## src/hdl/imsac_pkg.sv

```systemverilog
// constants and types for the internal memory and sfr access control block
`default_nettype none
package imsac_pkg;
  // sfr offsets
  localparam logic [7:0] SFR_PWR_CTRL   = 8'h87;
  localparam logic [7:0] SFR_CODE_WAIT  = 8'h92;
  localparam logic [7:0] SFR_PTR0_EXT   = 8'h93;
  localparam logic [7:0] SFR_PTR1_EXT   = 8'h95;
  localparam logic [7:0] SFR_IND_EXT    = 8'hEA;
  localparam logic [7:0] SFR_PORT2      = 8'hA0;
  localparam logic [7:0] SFR_STRETCH    = 8'h8E;
  localparam logic [7:0] SFR_PTR_SEL    = 8'h86;
  // internal ram regions
  localparam logic [7:0] BANK_TOP       = 8'h1F;
  localparam logic [7:0] BIT_BASE       = 8'h20;
  localparam logic [7:0] BIT_TOP        = 8'h2F;
  localparam logic [7:0] UPPER_BASE     = 8'h80;
  localparam int         SCRATCH_BYTES  = 208;
  // reset values and the unmapped sfr read value
  localparam logic [7:0] PWR_CTRL_RST   = 8'h00;
  localparam logic [7:0] CODE_WAIT_RST  = 8'h07;
  localparam logic [7:0] EXT_RST        = 8'h00;
  localparam logic [7:0] STRETCH_RST    = 8'h07;
  localparam logic [7:0] UNMAPPED_VALUE = 8'h00;
  // field positions
  localparam int         PWE_BIT        = 4;
  localparam logic [7:0] PWR_CTRL_MASK  = 8'h90;
  // wait and strobe limits, in clocks
  localparam logic [3:0] CODE_RD_MIN    = 4'h4;
  localparam logic [3:0] STROBE_MIN     = 4'h3;
  localparam logic [3:0] STROBE_MAX     = 4'h8;
  typedef enum logic [1:0] {
    IMSAC_MV_DPTR_RD,
    IMSAC_MV_DPTR_WR,
    IMSAC_MV_RI_RD,
    IMSAC_MV_RI_WR
  } imsac_mv_t;
endpackage
`default_nettype wire

```

## src/hdl/imsac_counter.sv

```systemverilog
// down counter that holds a strobe for a loaded number of clocks
`default_nettype none
module imsac_counter #(
  parameter int W = 4
) (
  // clock and reset
  input  wire logic         clk,
  input  wire logic         rst,
  // control
  input  wire logic         load,
  input  wire logic [W-1:0] count,
  output var  logic         busy,
  output var  logic         done
);
  logic [W-1:0] cnt_q;

  always_ff @(posedge clk or posedge rst)
  begin
    if (rst)
      cnt_q <= '0;
    else if (load)
      cnt_q <= count;
    else if (cnt_q != '0)
      cnt_q <= cnt_q - W'(1);
  end

  always_comb
  begin
    busy = (cnt_q != '0);
    done = (cnt_q == W'(1));
  end
endmodule
`default_nettype wire

```

## src/hdl/imsac_top.sv

```systemverilog
// internal memory decode, sfr access and code/data memory access control
// Functional notes
// RULE1: ram bytes 0x00..0x1F are four banks of eight working registers.
// RULE2: sixteen bit-addressable bytes, 128 bits, start at ram byte 0x20.
// RULE3: 208 scratchpad bytes above the bit area, shared with the stack.
// RULE4: indirect access at 0x80..0xFF reaches upper ram.
// RULE5: direct access at 0x80..0xFF reaches the sfr space.
// RULE6: sfrs at addresses ending in hex 0 or 8 are bit addressable.
// RULE7: with write enable set, pointer store writes accumulator to code memory.
// RULE8: with write enable set, register store writes code at port2:register.
// RULE9: software writes zero into power control bits 2..0.
// RULE10: code read time is wait field plus one clocks, 4 to 8.
// RULE11: wait field times fetch and constant reads; code writes use stretch.
// RULE12: code memory writes take at least three wait states.
// RULE13: reset clears both pointer extensions and the indirect extension.
// RULE14: pointer moves take address bits 23:16 from matching extension.
// RULE15: register moves take 23:16 from indirect extension, 15:8 from port2.
// RULE16: pointer select bit zero picks pointer 0, one picks pointer 1.
// RULE17: move strobe lasts 3 to 8 clocks per stretch field.
// RULE18: unimplemented sfr reads return a fixed value without side effect.
`default_nettype none
module imsac_top (
  // clock and reset
  input  wire logic        MCLK,
  input  wire logic        RST,
  // internal ram / sfr access from the core
  input  wire logic        IRAM_REQ,
  input  wire logic        IRAM_WE,
  input  wire logic        IRAM_INDIRECT,
  input  wire logic        IRAM_BIT,
  input  wire logic [7:0]  IRAM_ADDR,
  input  wire logic [7:0]  IRAM_WDATA,
  output logic      [7:0]  IRAM_RDATA,
  output logic             IRAM_RVALID,
  output logic             IRAM_BIT_OK,
  output logic             SFR_HIT,
  // core state used for address forming, write data and strobe length
  input  wire logic [15:0] DPTR0,
  input  wire logic [15:0] DPTR1,
  input  wire logic        PTR_SEL,
  input  wire logic [7:0]  PORT2_REG,
  input  wire logic [7:0]  WORK_REG,
  input  wire logic [7:0]  ACC,
  input  wire logic [2:0]  STRETCH,
  // move and code read requests
  input  wire logic        MV_REQ,
  input  wire logic [1:0]  MV_KIND,
  input  wire logic        CODE_RD_REQ,
  input  wire logic [15:0] CODE_RD_ADDR,
  output logic             MV_BUSY,
  output logic             MV_DONE,
  output logic             CODE_RD_BUSY,
  output logic             CODE_RD_DONE,
  // code memory side
  output logic      [15:0] CODE_ADDR,
  output logic      [7:0]  CODE_WDATA,
  output logic             CODE_RD,
  output logic             CODE_WR,
  // data memory side
  output logic      [23:0] XDATA_ADDR,
  output logic      [7:0]  XDATA_WDATA,
  output logic             XDATA_RD,
  output logic             XDATA_WR
);
  logic [7:0]  ram_q [256];
  logic [7:0]  pwr_q;
  logic [2:0]  wait_q;
  logic [7:0]  ext0_q;
  logic [7:0]  ext1_q;
  logic [7:0]  extr_q;
  logic        sfr_acc;
  logic        sfr_known;
  logic        wr_sfr;
  logic [7:0]  sfr_rd;
  logic        mv_load;
  logic        rd_load;
  logic        mv_busy;
  logic        mv_done;
  logic        rd_busy;
  logic        rd_done;
  logic [3:0]  strobe_len;
  logic [3:0]  read_len;
  logic        code_wr_sel;
  imsac_pkg::imsac_mv_t kind;

  // sfr bits are addressable where the low hex digit is 0 or 8
  function automatic logic bit_capable(input logic [7:0] a);
    bit_capable = (a[2:0] == 3'h0);
  endfunction

  // direct access above 0x7F selects sfr, indirect keeps ram
  assign sfr_acc = IRAM_ADDR[7] && !IRAM_INDIRECT; // [RULE4] [RULE5]
  assign wr_sfr  = IRAM_REQ && IRAM_WE && sfr_acc;

  always_comb
  begin
    sfr_known = 1'b1;
    sfr_rd    = imsac_pkg::UNMAPPED_VALUE;
    case (IRAM_ADDR)
      imsac_pkg::SFR_PWR_CTRL:  sfr_rd = pwr_q;
      imsac_pkg::SFR_CODE_WAIT: sfr_rd = {5'h0_0, wait_q};
      imsac_pkg::SFR_PTR0_EXT:  sfr_rd = ext0_q;
      imsac_pkg::SFR_PTR1_EXT:  sfr_rd = ext1_q;
      imsac_pkg::SFR_IND_EXT:   sfr_rd = extr_q;
      default:                  sfr_known = 1'b0; // [RULE18]
    endcase
  end

  // the full 256-byte array covers banks, bit area, scratchpad and upper ram
  always_ff @(posedge MCLK)
  begin
    if (IRAM_REQ && IRAM_WE && !sfr_acc)
      ram_q[IRAM_ADDR] <= IRAM_WDATA; // [RULE1] [RULE2] [RULE3] [RULE4]
  end

  always_ff @(posedge MCLK or posedge RST)
  begin
    if (RST)
    begin
      IRAM_RDATA  <= 8'h0_0;
      IRAM_RVALID <= 1'b0;
      IRAM_BIT_OK <= 1'b0;
      SFR_HIT     <= 1'b0;
    end
    else
    begin
      IRAM_RVALID <= IRAM_REQ && !IRAM_WE;
      SFR_HIT     <= IRAM_REQ && sfr_acc && sfr_known;
      IRAM_BIT_OK <= IRAM_REQ && IRAM_BIT && (sfr_acc ? bit_capable(IRAM_ADDR) // [RULE6]
                     : (IRAM_ADDR >= imsac_pkg::BIT_BASE && IRAM_ADDR <= imsac_pkg::BIT_TOP)); // [RULE2]
      if (IRAM_REQ && !IRAM_WE)
        IRAM_RDATA <= sfr_acc ? sfr_rd : ram_q[IRAM_ADDR]; // [RULE18]
    end
  end

  // reserved low bits of power control are held at zero in hardware too
  always_ff @(posedge MCLK or posedge RST)
  begin
    if (RST)
      pwr_q <= imsac_pkg::PWR_CTRL_RST;
    else if (wr_sfr && IRAM_ADDR == imsac_pkg::SFR_PWR_CTRL)
      pwr_q <= IRAM_WDATA & imsac_pkg::PWR_CTRL_MASK; // [RULE9]
  end

  always_ff @(posedge MCLK or posedge RST)
  begin
    if (RST)
      wait_q <= imsac_pkg::CODE_WAIT_RST[2:0];
    else if (wr_sfr && IRAM_ADDR == imsac_pkg::SFR_CODE_WAIT)
      wait_q <= IRAM_WDATA[2:0];
  end

  always_ff @(posedge MCLK or posedge RST)
  begin
    if (RST)
    begin
      ext0_q <= imsac_pkg::EXT_RST; // [RULE13]
      ext1_q <= imsac_pkg::EXT_RST;
      extr_q <= imsac_pkg::EXT_RST;
    end
    else if (wr_sfr)
    begin
      if (IRAM_ADDR == imsac_pkg::SFR_PTR0_EXT)
        ext0_q <= IRAM_WDATA;
      if (IRAM_ADDR == imsac_pkg::SFR_PTR1_EXT)
        ext1_q <= IRAM_WDATA;
      if (IRAM_ADDR == imsac_pkg::SFR_IND_EXT)
        extr_q <= IRAM_WDATA;
    end
  end

  // unused wait codes 0..2 are clamped to the shortest legal time
  always_comb
  begin
    read_len   = (wait_q < 3'h3) ? imsac_pkg::CODE_RD_MIN : 4'(wait_q) + 4'h1; // [RULE10] [RULE11]
    strobe_len = (STRETCH < 3'h2) ? imsac_pkg::STROBE_MIN : 4'(STRETCH) + 4'h1; // [RULE11] [RULE12] [RULE17]
  end

  assign kind        = imsac_pkg::imsac_mv_t'(MV_KIND);
  assign mv_load     = MV_REQ && !mv_busy;
  assign rd_load     = CODE_RD_REQ && !rd_busy && !mv_busy && !mv_load;
  assign code_wr_sel = pwr_q[imsac_pkg::PWE_BIT]
                       && (kind == imsac_pkg::IMSAC_MV_DPTR_WR || kind == imsac_pkg::IMSAC_MV_RI_WR);

  imsac_counter #(.W(4)) u_mv (
    .clk   (MCLK),
    .rst   (RST),
    .load  (mv_load),
    .count (strobe_len),
    .busy  (mv_busy),
    .done  (mv_done)
  );

  imsac_counter #(.W(4)) u_rd (
    .clk   (MCLK),
    .rst   (RST),
    .load  (rd_load),
    .count (read_len),
    .busy  (rd_busy),
    .done  (rd_done)
  );

  // address and data are latched at the start and held through a move strobe; a move started during a code read replaces CODE_ADDR
  always_ff @(posedge MCLK or posedge RST)
  begin
    if (RST)
    begin
      CODE_ADDR   <= 16'h0000;
      CODE_WDATA  <= 8'h0_0;
      XDATA_ADDR  <= 24'h00_0000;
      XDATA_WDATA <= 8'h0_0;
    end
    else if (mv_load)
    begin
      case (kind)
        imsac_pkg::IMSAC_MV_DPTR_RD, imsac_pkg::IMSAC_MV_DPTR_WR:
        begin
          XDATA_ADDR <= PTR_SEL ? {ext1_q, DPTR1} : {ext0_q, DPTR0}; // [RULE14] [RULE16]
          CODE_ADDR  <= PTR_SEL ? DPTR1 : DPTR0; // [RULE7] [RULE16]
        end
        default:
        begin
          XDATA_ADDR <= {extr_q, PORT2_REG, WORK_REG}; // [RULE15]
          CODE_ADDR  <= {PORT2_REG, WORK_REG}; // [RULE8]
        end
      endcase
      CODE_WDATA  <= ACC; // [RULE7] [RULE8]
      XDATA_WDATA <= ACC;
    end
    else if (rd_load)
      CODE_ADDR <= CODE_RD_ADDR;
  end

  // code writes steal the move strobe, so data memory sees nothing then
  logic wr_to_code_q;
  logic mv_write_q;
  always_ff @(posedge MCLK or posedge RST)
  begin
    if (RST)
    begin
      wr_to_code_q <= 1'b0;
      mv_write_q   <= 1'b0;
    end
    else if (mv_load)
    begin
      wr_to_code_q <= code_wr_sel;
      mv_write_q   <= kind == imsac_pkg::IMSAC_MV_DPTR_WR || kind == imsac_pkg::IMSAC_MV_RI_WR;
    end
  end

  always_ff @(posedge MCLK or posedge RST)
  begin
    if (RST)
    begin
      CODE_WR      <= 1'b0;
      CODE_RD      <= 1'b0;
      XDATA_RD     <= 1'b0;
      XDATA_WR     <= 1'b0;
      MV_BUSY      <= 1'b0;
      MV_DONE      <= 1'b0;
      CODE_RD_BUSY <= 1'b0;
      CODE_RD_DONE <= 1'b0;
    end
    else
    begin
      // move strobes high for exactly strobe_len clocks, code read strobe for read_len clocks
      CODE_WR      <= mv_load ? code_wr_sel : (CODE_WR && !mv_done); // [RULE7] [RULE8] [RULE17]
      XDATA_WR     <= mv_load ? (!code_wr_sel && (kind == imsac_pkg::IMSAC_MV_DPTR_WR
                                                  || kind == imsac_pkg::IMSAC_MV_RI_WR))
                              : (XDATA_WR && !mv_done);
      XDATA_RD     <= mv_load ? (kind == imsac_pkg::IMSAC_MV_DPTR_RD || kind == imsac_pkg::IMSAC_MV_RI_RD)
                              : (XDATA_RD && !mv_done);
      CODE_RD      <= rd_load ? 1'b1 : (CODE_RD && !rd_done); // [RULE10]
      MV_BUSY      <= mv_load || (mv_busy && !mv_done);
      MV_DONE      <= mv_done;
      CODE_RD_BUSY <= rd_load || (rd_busy && !rd_done);
      CODE_RD_DONE <= rd_done;
    end
  end

  // assertions
  logic [3:0] wr_len_q;
  always_ff @(posedge MCLK or posedge RST)
  begin
    if (RST)
      wr_len_q <= 4'h0;
    else
      wr_len_q <= CODE_WR ? wr_len_q + 4'h1 : 4'h0;
  end

  property p_ext_reset;
    @(posedge MCLK) $fell(RST) |-> (ext0_q == 8'h00 && ext1_q == 8'h00 && extr_q == 8'h00);
  endproperty
  a_ext_reset: assert property (p_ext_reset) else $error("extension not cleared"); // [RULE13]

  property p_direct_sfr;
    @(posedge MCLK) disable iff (RST) (IRAM_REQ && !IRAM_WE && !IRAM_INDIRECT && IRAM_ADDR == 8'h93)
      |=> IRAM_RDATA == $past(ext0_q);
  endproperty
  a_direct_sfr: assert property (p_direct_sfr) else $error("direct high access missed sfr"); // [RULE5]

  property p_indirect_ram;
    @(posedge MCLK) disable iff (RST) (IRAM_REQ && IRAM_WE && IRAM_INDIRECT)
      |=> (ram_q[$past(IRAM_ADDR)] == $past(IRAM_WDATA));
  endproperty
  a_indirect_ram: assert property (p_indirect_ram) else $error("indirect write lost"); // [RULE4]

  property p_bit_ok;
    @(posedge MCLK) disable iff (RST) (IRAM_REQ && IRAM_BIT && sfr_acc && IRAM_ADDR[2:0] != 3'h0) |=> !IRAM_BIT_OK;
  endproperty
  a_bit_ok: assert property (p_bit_ok) else $error("bit access allowed on wrong sfr"); // [RULE6]

  property p_bit_ram;
    @(posedge MCLK) disable iff (RST) (IRAM_REQ && IRAM_BIT && !sfr_acc && (IRAM_ADDR < 8'h20 || IRAM_ADDR > 8'h2F))
      |=> !IRAM_BIT_OK;
  endproperty
  a_bit_ram: assert property (p_bit_ram) else $error("bit access allowed outside bit area"); // [RULE2]

  property p_ptr_ext;
    @(posedge MCLK) disable iff (RST) (mv_load && !MV_KIND[1] && !PTR_SEL)
      |=> XDATA_ADDR == {$past(ext0_q), $past(DPTR0)};
  endproperty
  a_ptr_ext: assert property (p_ptr_ext) else $error("pointer 0 address wrong"); // [RULE14]

  property p_ri_addr;
    @(posedge MCLK) disable iff (RST) (mv_load && MV_KIND[1])
      |=> XDATA_ADDR == {$past(extr_q), $past(PORT2_REG), $past(WORK_REG)};
  endproperty
  a_ri_addr: assert property (p_ri_addr) else $error("register move address wrong"); // [RULE15]

  property p_code_wr_gate;
    @(posedge MCLK) disable iff (RST) $rose(CODE_WR) |-> $past(pwr_q[4]);
  endproperty
  a_code_wr_gate: assert property (p_code_wr_gate) else $error("code write without enable"); // [RULE7]

  property p_wr_route;
    @(posedge MCLK) disable iff (RST) (CODE_WR |-> wr_to_code_q) and (XDATA_WR |-> (mv_write_q && !wr_to_code_q));
  endproperty
  a_wr_route: assert property (p_wr_route) else $error("write strobe on wrong memory"); // [RULE7]

  property p_wr_min;
    @(posedge MCLK) disable iff (RST) $fell(CODE_WR) |-> wr_len_q >= 4'h3;
  endproperty
  a_wr_min: assert property (p_wr_min) else $error("code write strobe too short"); // [RULE12]

  property p_wr_max;
    @(posedge MCLK) disable iff (RST) wr_len_q <= 4'h8;
  endproperty
  a_wr_max: assert property (p_wr_max) else $error("code write strobe too long"); // [RULE17]

  property p_rd_len;
    @(posedge MCLK) disable iff (RST) (rd_load && wait_q == 3'h3) |=> CODE_RD [*4] ##1 !CODE_RD;
  endproperty
  a_rd_len: assert property (p_rd_len) else $error("code read time wrong"); // [RULE10]

  property p_unmapped;
    @(posedge MCLK) disable iff (RST) (IRAM_REQ && !IRAM_WE && sfr_acc && !sfr_known)
      |=> IRAM_RDATA == 8'h00;
  endproperty
  a_unmapped: assert property (p_unmapped) else $error("unmapped sfr read not fixed"); // [RULE18]

  c_code_wr: cover property (@(posedge MCLK) disable iff (RST) $rose(CODE_WR));
  c_code_rd: cover property (@(posedge MCLK) disable iff (RST) $rose(CODE_RD));
  c_xdata_rd: cover property (@(posedge MCLK) disable iff (RST) $rose(XDATA_RD));
endmodule
`default_nettype wire

```

## config.mk

```make
export PLATFORM = sky130hd
export DESIGN_NAME = imsac_top
export DESIGN_NICKNAME = d
export VERILOG_FILES = /design/src/hdl/imsac_pkg.sv /design/src/hdl/imsac_counter.sv /design/src/hdl/imsac_top.sv
export SDC_FILE = /design/constraint.sdc
export NUM_CORES = 2
export LEC_CHECK = 0
export BUFFER_PORTS_ARGS = -buffer_cell sky130_fd_sc_hd__clkbuf_2
export CAP_MARGIN = 40
export CORE_ASPECT_RATIO = 1.5
export CORE_MARGIN = 3
export CORE_UTILIZATION = 50
export DETAILED_ROUTE_END_ITERATION = 16
export HOLD_SLACK_MARGIN = 0.15
export PLACE_DENSITY = 0.66
export SYNTH_ARGS = -nofsm -noshare
export SYNTH_HDL_FRONTEND = slang
export SYNTH_SLANG_ARGS = --single-unit
```

## constraint.sdc

```tcl
create_clock -name MCLK -period 3.3 [get_ports MCLK]
set_input_delay 0.165 -clock MCLK [delete_from_list [all_inputs] [get_ports MCLK]]
set_output_delay 0.165 -clock MCLK [all_outputs]
set_load 0.03 [all_outputs]
```

=== After elaboration in Yosys (flattened, before gate mapping) ===
Memory sizes are Yosys's and may differ from the RTL's.
Index checks and enable logic that the tools add are counted.

* Flip-flop bits (word level): 104
* Bits in writable memories: 2048
* Memories kept: 1

{| class="wikitable"
|+ Memories
! name !! words !! width !! read ports !! clocked after Yosys merged registers in !! write ports !! RTL line !! text
|-
| ram_q || 256 || 8 || 1 || 0 || 1 || imsac_top.sv:65 || <nowiki>logic [7:0] ram_q [256];</nowiki>
|}

* Add/subtract/negate cells: 4
* Magnitude comparators: 4
* Eq/ne operators: 10
* Multiplexer cells: 22
* Reduce and logical (&&, ||, !) cells: 49

{| class="wikitable"
|+ Operator list
! kind !! number
|-
| $mux 16 || 4
|-
| $mux 24 || 2
|-
| $eq 8x8->1 const B || 5
|-
| $pmux 8 s5 || 1
|-
| $logic_and 1x1->1 || 24
|-
| $mux 4 || 6
|-
| $logic_not 1->1 || 9
|-
| $add 3x1->4 const B || 2
|-
| $eq 4x1->1 const B || 2
|-
| $ge 8x6->1 const B || 1
|-
| $le 8x6->1 const B || 1
|-
| $mux 1 || 8
|-
| $mux 8 || 1
|-
| $reduce_bool 4->1 || 2
|-
| $sub 4x1->4 const B || 2
|-
| $lt 3x2->1 const B || 2
|-
| $reduce_and 2->1 || 3
|-
| $reduce_bool 2->1 || 3
|-
| $reduce_or 5->1 || 1
|-
| $eq 2x2->1 const B || 2
|-
| $logic_or 1x1->1 || 4
|-
| $logic_not 3->1 || 1
|-
| $eq 2x1->1 const B || 1
|-
| $logic_not 2->1 || 1
|-
| $reduce_or 2->1 || 1
|}

=== Depth between registers and ports, before layout ===
* Depth in word-level cells: 7
* Mapped depth: 10
* Mapped depth without buffers: 7

=== Modules after synthesis ===
From an unflattened synthesis, not the netlist that was laid out.

* Cells, all modules: 4035
* Area, all modules: 83283.6 sq um

{| class="wikitable"
|+ Modules (own cells, without submodules)
! module !! instances !! cells an instance !! area an instance (sq um)
|-
| imsac_top || 1 || 3981 || 82753.1
|-
| imsac_counter || 2 || 27 || 265.3
|}

=== Least setup slack after synthesis ===
Ideal clock, no wire load.

* Kind: input port to flip-flop
* Start: in IRAM_ADDR[7]
* End: mem ram_q[195][0], enable pin
* Library setup time: 0.395 ns
* Data arrival time: 2.150 ns
* Data required time: 2.905 ns
* Slack: 0.755 ns
* Cell stages on the path: 6
* Buffers on the path: 2
* Cell sequence: clkbuf_1 -> nor2b_1 -> nor2_1 -> clkbuf_1 -> nand3_1 -> nor4_1

* Word-level cells in the longest chain between the ends: 5

{| class="wikitable"
|+ Ends and longest elaborated chain
! what !! RTL line !! text
|-
| from (decl) || imsac_top.sv:31 || <nowiki>input wire logic [7:0] IRAM_ADDR,</nowiki>
|-
| $logic_and 1x1->1 || imsac_top.sv:92 || <nowiki>assign sfr_acc = IRAM_ADDR[7] && !IRAM_INDIRECT;</nowiki>
|-
| $logic_not 1->1 || imsac_top.sv:112 || <nowiki>if (IRAM_REQ && IRAM_WE && !sfr_acc)</nowiki>
|-
| $logic_and 1x1->1 || imsac_top.sv:112 ||
|-
| $mux 1 || imsac_top.sv:112 ||
|-
| $mux 1 (not written as such) || imsac_top.sv:113 || <nowiki>ram_q[IRAM_ADDR] <= IRAM_WDATA;</nowiki>
|-
| to (decl) || imsac_top.sv:65 ||
|}

Several ways; a longest one is shown, not always the timed one.

=== Final worst setup path ===
* Start: reg u_mv.cnt_q[0]
* End: reg CODE_ADDR[13]

* Word-level cells in the longest chain between the ends: 6
* Elaborated cells between the ends (all ways): 8
* Classes of those cells: mux (1); reduce/logical (7)

{| class="wikitable"
|+ Ends and longest elaborated chain
! what !! RTL line !! text
|-
| from (decl) || imsac_counter.sv:15 || <nowiki>logic [W-1:0] cnt_q;</nowiki>
|-
| from (signal assigned) || imsac_counter.sv:22 || <nowiki>cnt_q <= count;</nowiki>
|-
| from (signal assigned) || imsac_counter.sv:24 || <nowiki>cnt_q <= cnt_q - W'(1);</nowiki>
|-
| $reduce_bool 4->1 * || imsac_counter.sv:29 || <nowiki>busy = (cnt_q != '0);</nowiki>
|-
| $logic_not 1->1 * || imsac_top.sv:180, imsac_top.sv:181 ||
|-
| $logic_and 1x1->1 || imsac_top.sv:180 || <nowiki>assign mv_load = MV_REQ && !mv_busy;</nowiki>
|-
| $logic_not 1->1 || imsac_top.sv:181 || <nowiki>assign rd_load = CODE_RD_REQ && !rd_busy && !mv_busy && !mv_load;</nowiki>
|-
| $logic_and 1x1->1 || imsac_top.sv:181 ||
|-
| $reduce_bool 2->1 (no line) || -- ||
|-
| to (signal assigned) || imsac_top.sv:219 || <nowiki>CODE_ADDR <= PTR_SEL ? DPTR1 : DPTR0;</nowiki>
|-
| to (signal assigned) || imsac_top.sv:224 || <nowiki>CODE_ADDR <= {PORT2_REG, WORK_REG};</nowiki>
|-
| to (decl) || imsac_top.sv:55 || <nowiki>output logic [15:0] CODE_ADDR,</nowiki>
|}

Mark *: on every way between the ends. The rest lies on a longest branch, timed or not.
A chain may end at the register's enable or synchronous reset.

==> metrics.md <==
| Metric | Value |
|---|---|
| YS warnings | `0` |
| # IOs | `177` |
| CTS sink count | `2152` |
| Hold Crit Endpoint | `XDATA_WDATA[0]` |
| Synth Register Bits | `2152` |
| Hold Violations, Final | `0` |
| Setup Fix Bufs, Post-CTS | `0` |
| DRC Markers | `0` |
| Register area share after synthesis | `76.9%` |
| Worst r2r path cells | `10` |
| WHS Path Cells | `4` |
| Max-cap viol count | `0` |
| R2R Path Start | `u_mv.cnt_q[0]` |
| Commonest non-fill, non-tap cell in the layout | `edfxtp_1` |
| FP Rows | `182` |
| Min Tclk post-route | `3.10 ns` |
| Setup TNS | `0 ns` |
| Pwr Density | `575 mW/mm²` |
| Syn Nets | `4154` |
| Total CTS buffers | `183` |
| Syn_area_per_cell | `20.6 µm²` |
| DP Worst Slack | `-0.183 ns` |
| Total Routing Usage GR | `24.5%` |
| DR WL/cell | `29.4 µm` |
| Startpoint Class | `register` |
| Layout Utilization | `59.2%` |
| DRT iter0 DRCs | `4465` |
| Ys flop type | `edfxtp_1` |
| Post-synth top area share | `73.8%` |
| Final-stage net count | `4879` |
| Post-synth EDFFs | `2048` |
| Commonest non-fill, non-tap cells in the layout | `2048 x edfxtp_1, 512 x mux4_2, 450 x buf_4` |
| Cell count after synthesis | `4044` |
| Reg-to-reg slack, setup | `0.20 ns` |
| Non-filler cells, final | `7131` |
| Post-Route WL | `210000 µm` |
| Placed Area | `0.0906 mm²` |
| Routability cong. | `0.877` |
| Worst-skew pair later-pin latency | `0.80 ns` |
| Final ANT Viol Nets | `0` |
| Hold Crit Start | `ACC[0]` |
| Starting Density | `50.5%` |
| RR Endpoint | `CODE_ADDR[13]` |
| Crit path launch | `u_mv.cnt_q[0]` |
| Overflow after GRT | `0` |
| Worst rel slew slack | `27.6%` |
| Htree depth | `4` |
| Clock Tree Root | `clkbuf_16` |
| Period utilisation layout | `93.9%` |
| Finished Cell Area | `0.0975 mm²` |
| Fin. max-slew vios | `0` |
| Share of post-route cells with drive strength above 1 | `31.0%` |
| First-pass GRT wire length | `309000 µm` |
| RSZ-0062 raised after global routing | `no` |
| Clock Tree Buf Depth | `3` |
| Setup Crit Path Kind | `register to register` |
| Max Clock Freq | `0.323 GHz` |
| Placed insts | `6680` |
| Die height | `506 µm` |
| CP Data Arrival Time | `3.78 ns` |
| Die Wd | `339 µm` |
| Pin slew with the least headroom to its limit | `1.09 ns` |
| Vias | `43500` |
| Worst Setup Slack, final | `0.200 ns` |
| DP Wirelength | `134000 µm` |
| Top cell type by total area after synthesis | `edfxtp_1` |
| CP max FO | `26` |
| Maximum VDD drop | `0.000443 V` |
| Hold Path Class | `input port to register` |
| Area grow syn2layout | `17.1%` |
| FFs w/ async S/R, synth | `4.83%` |
| Final setup vio count | `0` |
| First drt pass iteration count | `5` |
| Number of fillers in the final layout | `11900` |
| IO buf count | `176` |
| CTS tree | `done` |
| Die Footprint | `0.172 mm²` |
| Initial antenna violation count | `4` |
| Largest cells by area after synthesis | `edfxtp_1 74%, mux4_2 14%, dfrtp_1 3.0%` |
| Post-Syn Area | `0.0833 mm²` |
| Worst Setup End Kind | `register` |
| Clock-pin slew on the worst setup and hold paths | `0.07 ns` |
| Vias in the first global route | `45200` |
| Worst Clk Skew | `0.0241 ns` |
| Outcome | `finished clean` |
| Largest net degree at the start of global routing | `147` |
| Count of cell types in the netlist | `50` |
| Core Box Area | `0.165 mm²` |
| Required time of the critical path | `3.98 ns` |
| Leak pwr | `32.1 nW` |
| Drt via density | `6.10` |
sequential cells by signal, summed over array words and instances, names as in the netlist, 2 cells and up:
register     cells
CODE_ADDR       16
XDATA_ADDR      24
ext1_q           8
ext0_q           8
wait_q           3
ram_q         2048
u_rd.cnt_q       4
extr_q           8
IRAM_RDATA       8
pwr_q            2
XDATA_WDATA      8
u_mv.cnt_q       4
how the worst max path moves through the flow:
stage                     depth (start not counted)             to
after floorplan                                   1   CODE_ADDR[0]
after global placement                           10  IRAM_RDATA[1]
after detailed placement                         11  IRAM_RDATA[3]
after CTS                                        10  CODE_ADDR[13]
after global routing                             10  CODE_ADDR[13]
final                                            10  CODE_ADDR[13]
critical path, stage by stage, from the launching register on:
cell	delay, ns
dfrtp_1	0.44
inv_1	0.10
ha_1	0.20
and2_1	0.33
nand2_4	0.24
buf_4	0.24
nand2_1	0.08
a21oi_1	0.06
dlygate4sd3_1	0.59
a21o_1	0.15
dlygate4sd3_1	0.55
metal layers:
metal,vias up,wire (µm),GRT usage (%)
met5,-,11,0
met4,2,10500,11.3
met2,1870,109000,42.3
met3,425,13600,3.65
li1,18200,-,-
met1,23000,77000,30.7
power breakdown:
group          internal [W]  switching, W  leakage [nW]
Clock                0.0116       0.00945          2.85
Combinational       0.00166       0.00289          9.47
Sequential           0.0302      0.000238          19.8
area by class of cell:
cell class	count	area [µm²]	area share [%]
multi-input cells	1619	18100	18.5
clock buffers	227	4820	4.94
repair buffers	804	6740	6.91
inverters	9	36.3	0.0372
clock inverters	109	977	1.00
diodes	3	7.51	0.00770
flip-flops and latches	2152	64100	65.7
well taps	2208	2760	2.83
per-stage QoR:
| step | hold WS, ns | total power, W |
|---|---|---|
| after floorplan | 0.264 | 0.0335 |
| after global placement | 0.330 | 0.0353 |
| after detailed placement | 0.336 | 0.0354 |
| after CTS | 0.152 | 0.0564 |
| after global routing | 0.233 | 0.0578 |
| final | 0.257 | 0.0561 |
synth_stat cells (all sizes together), types with 5 or more instances:
library cell / count
inv: 9
buf: 100
clkbuf: 164
a21o: 16
nand2b: 5
dfrtp: 101
o21ai: 35
nand2: 148
a21oi: 159
nand3: 24
edfxtp: 2048
and2: 5
nor2: 274
nor2b: 11
and4: 7
o41ai: 33
mux2: 29
nor3: 12
mux4: 512
mux2i: 25
a22oi: 276
ha: 8
cells by family after synthesis:
group           count (synthesis)  synth area share (%)
flops                        2152                  76.9
fa+ha+maj                       8                 0.120
buf+inv                       273                  1.50
mux                           566                  14.5
compound gates                532                  4.28
xor+xnor                        3                0.0315
simple gates                  510                  2.59
timing repair:
| action | CTS | global route |
|---|---|---|
| gates resized for setup | 0 | 1 |
| hold endpoints to repair | 1587 | 0 |
| hold buffers | 112 | 0 |
| setup endpoints to repair | 0 | 1 |
(Power assumes the default switching activity.)
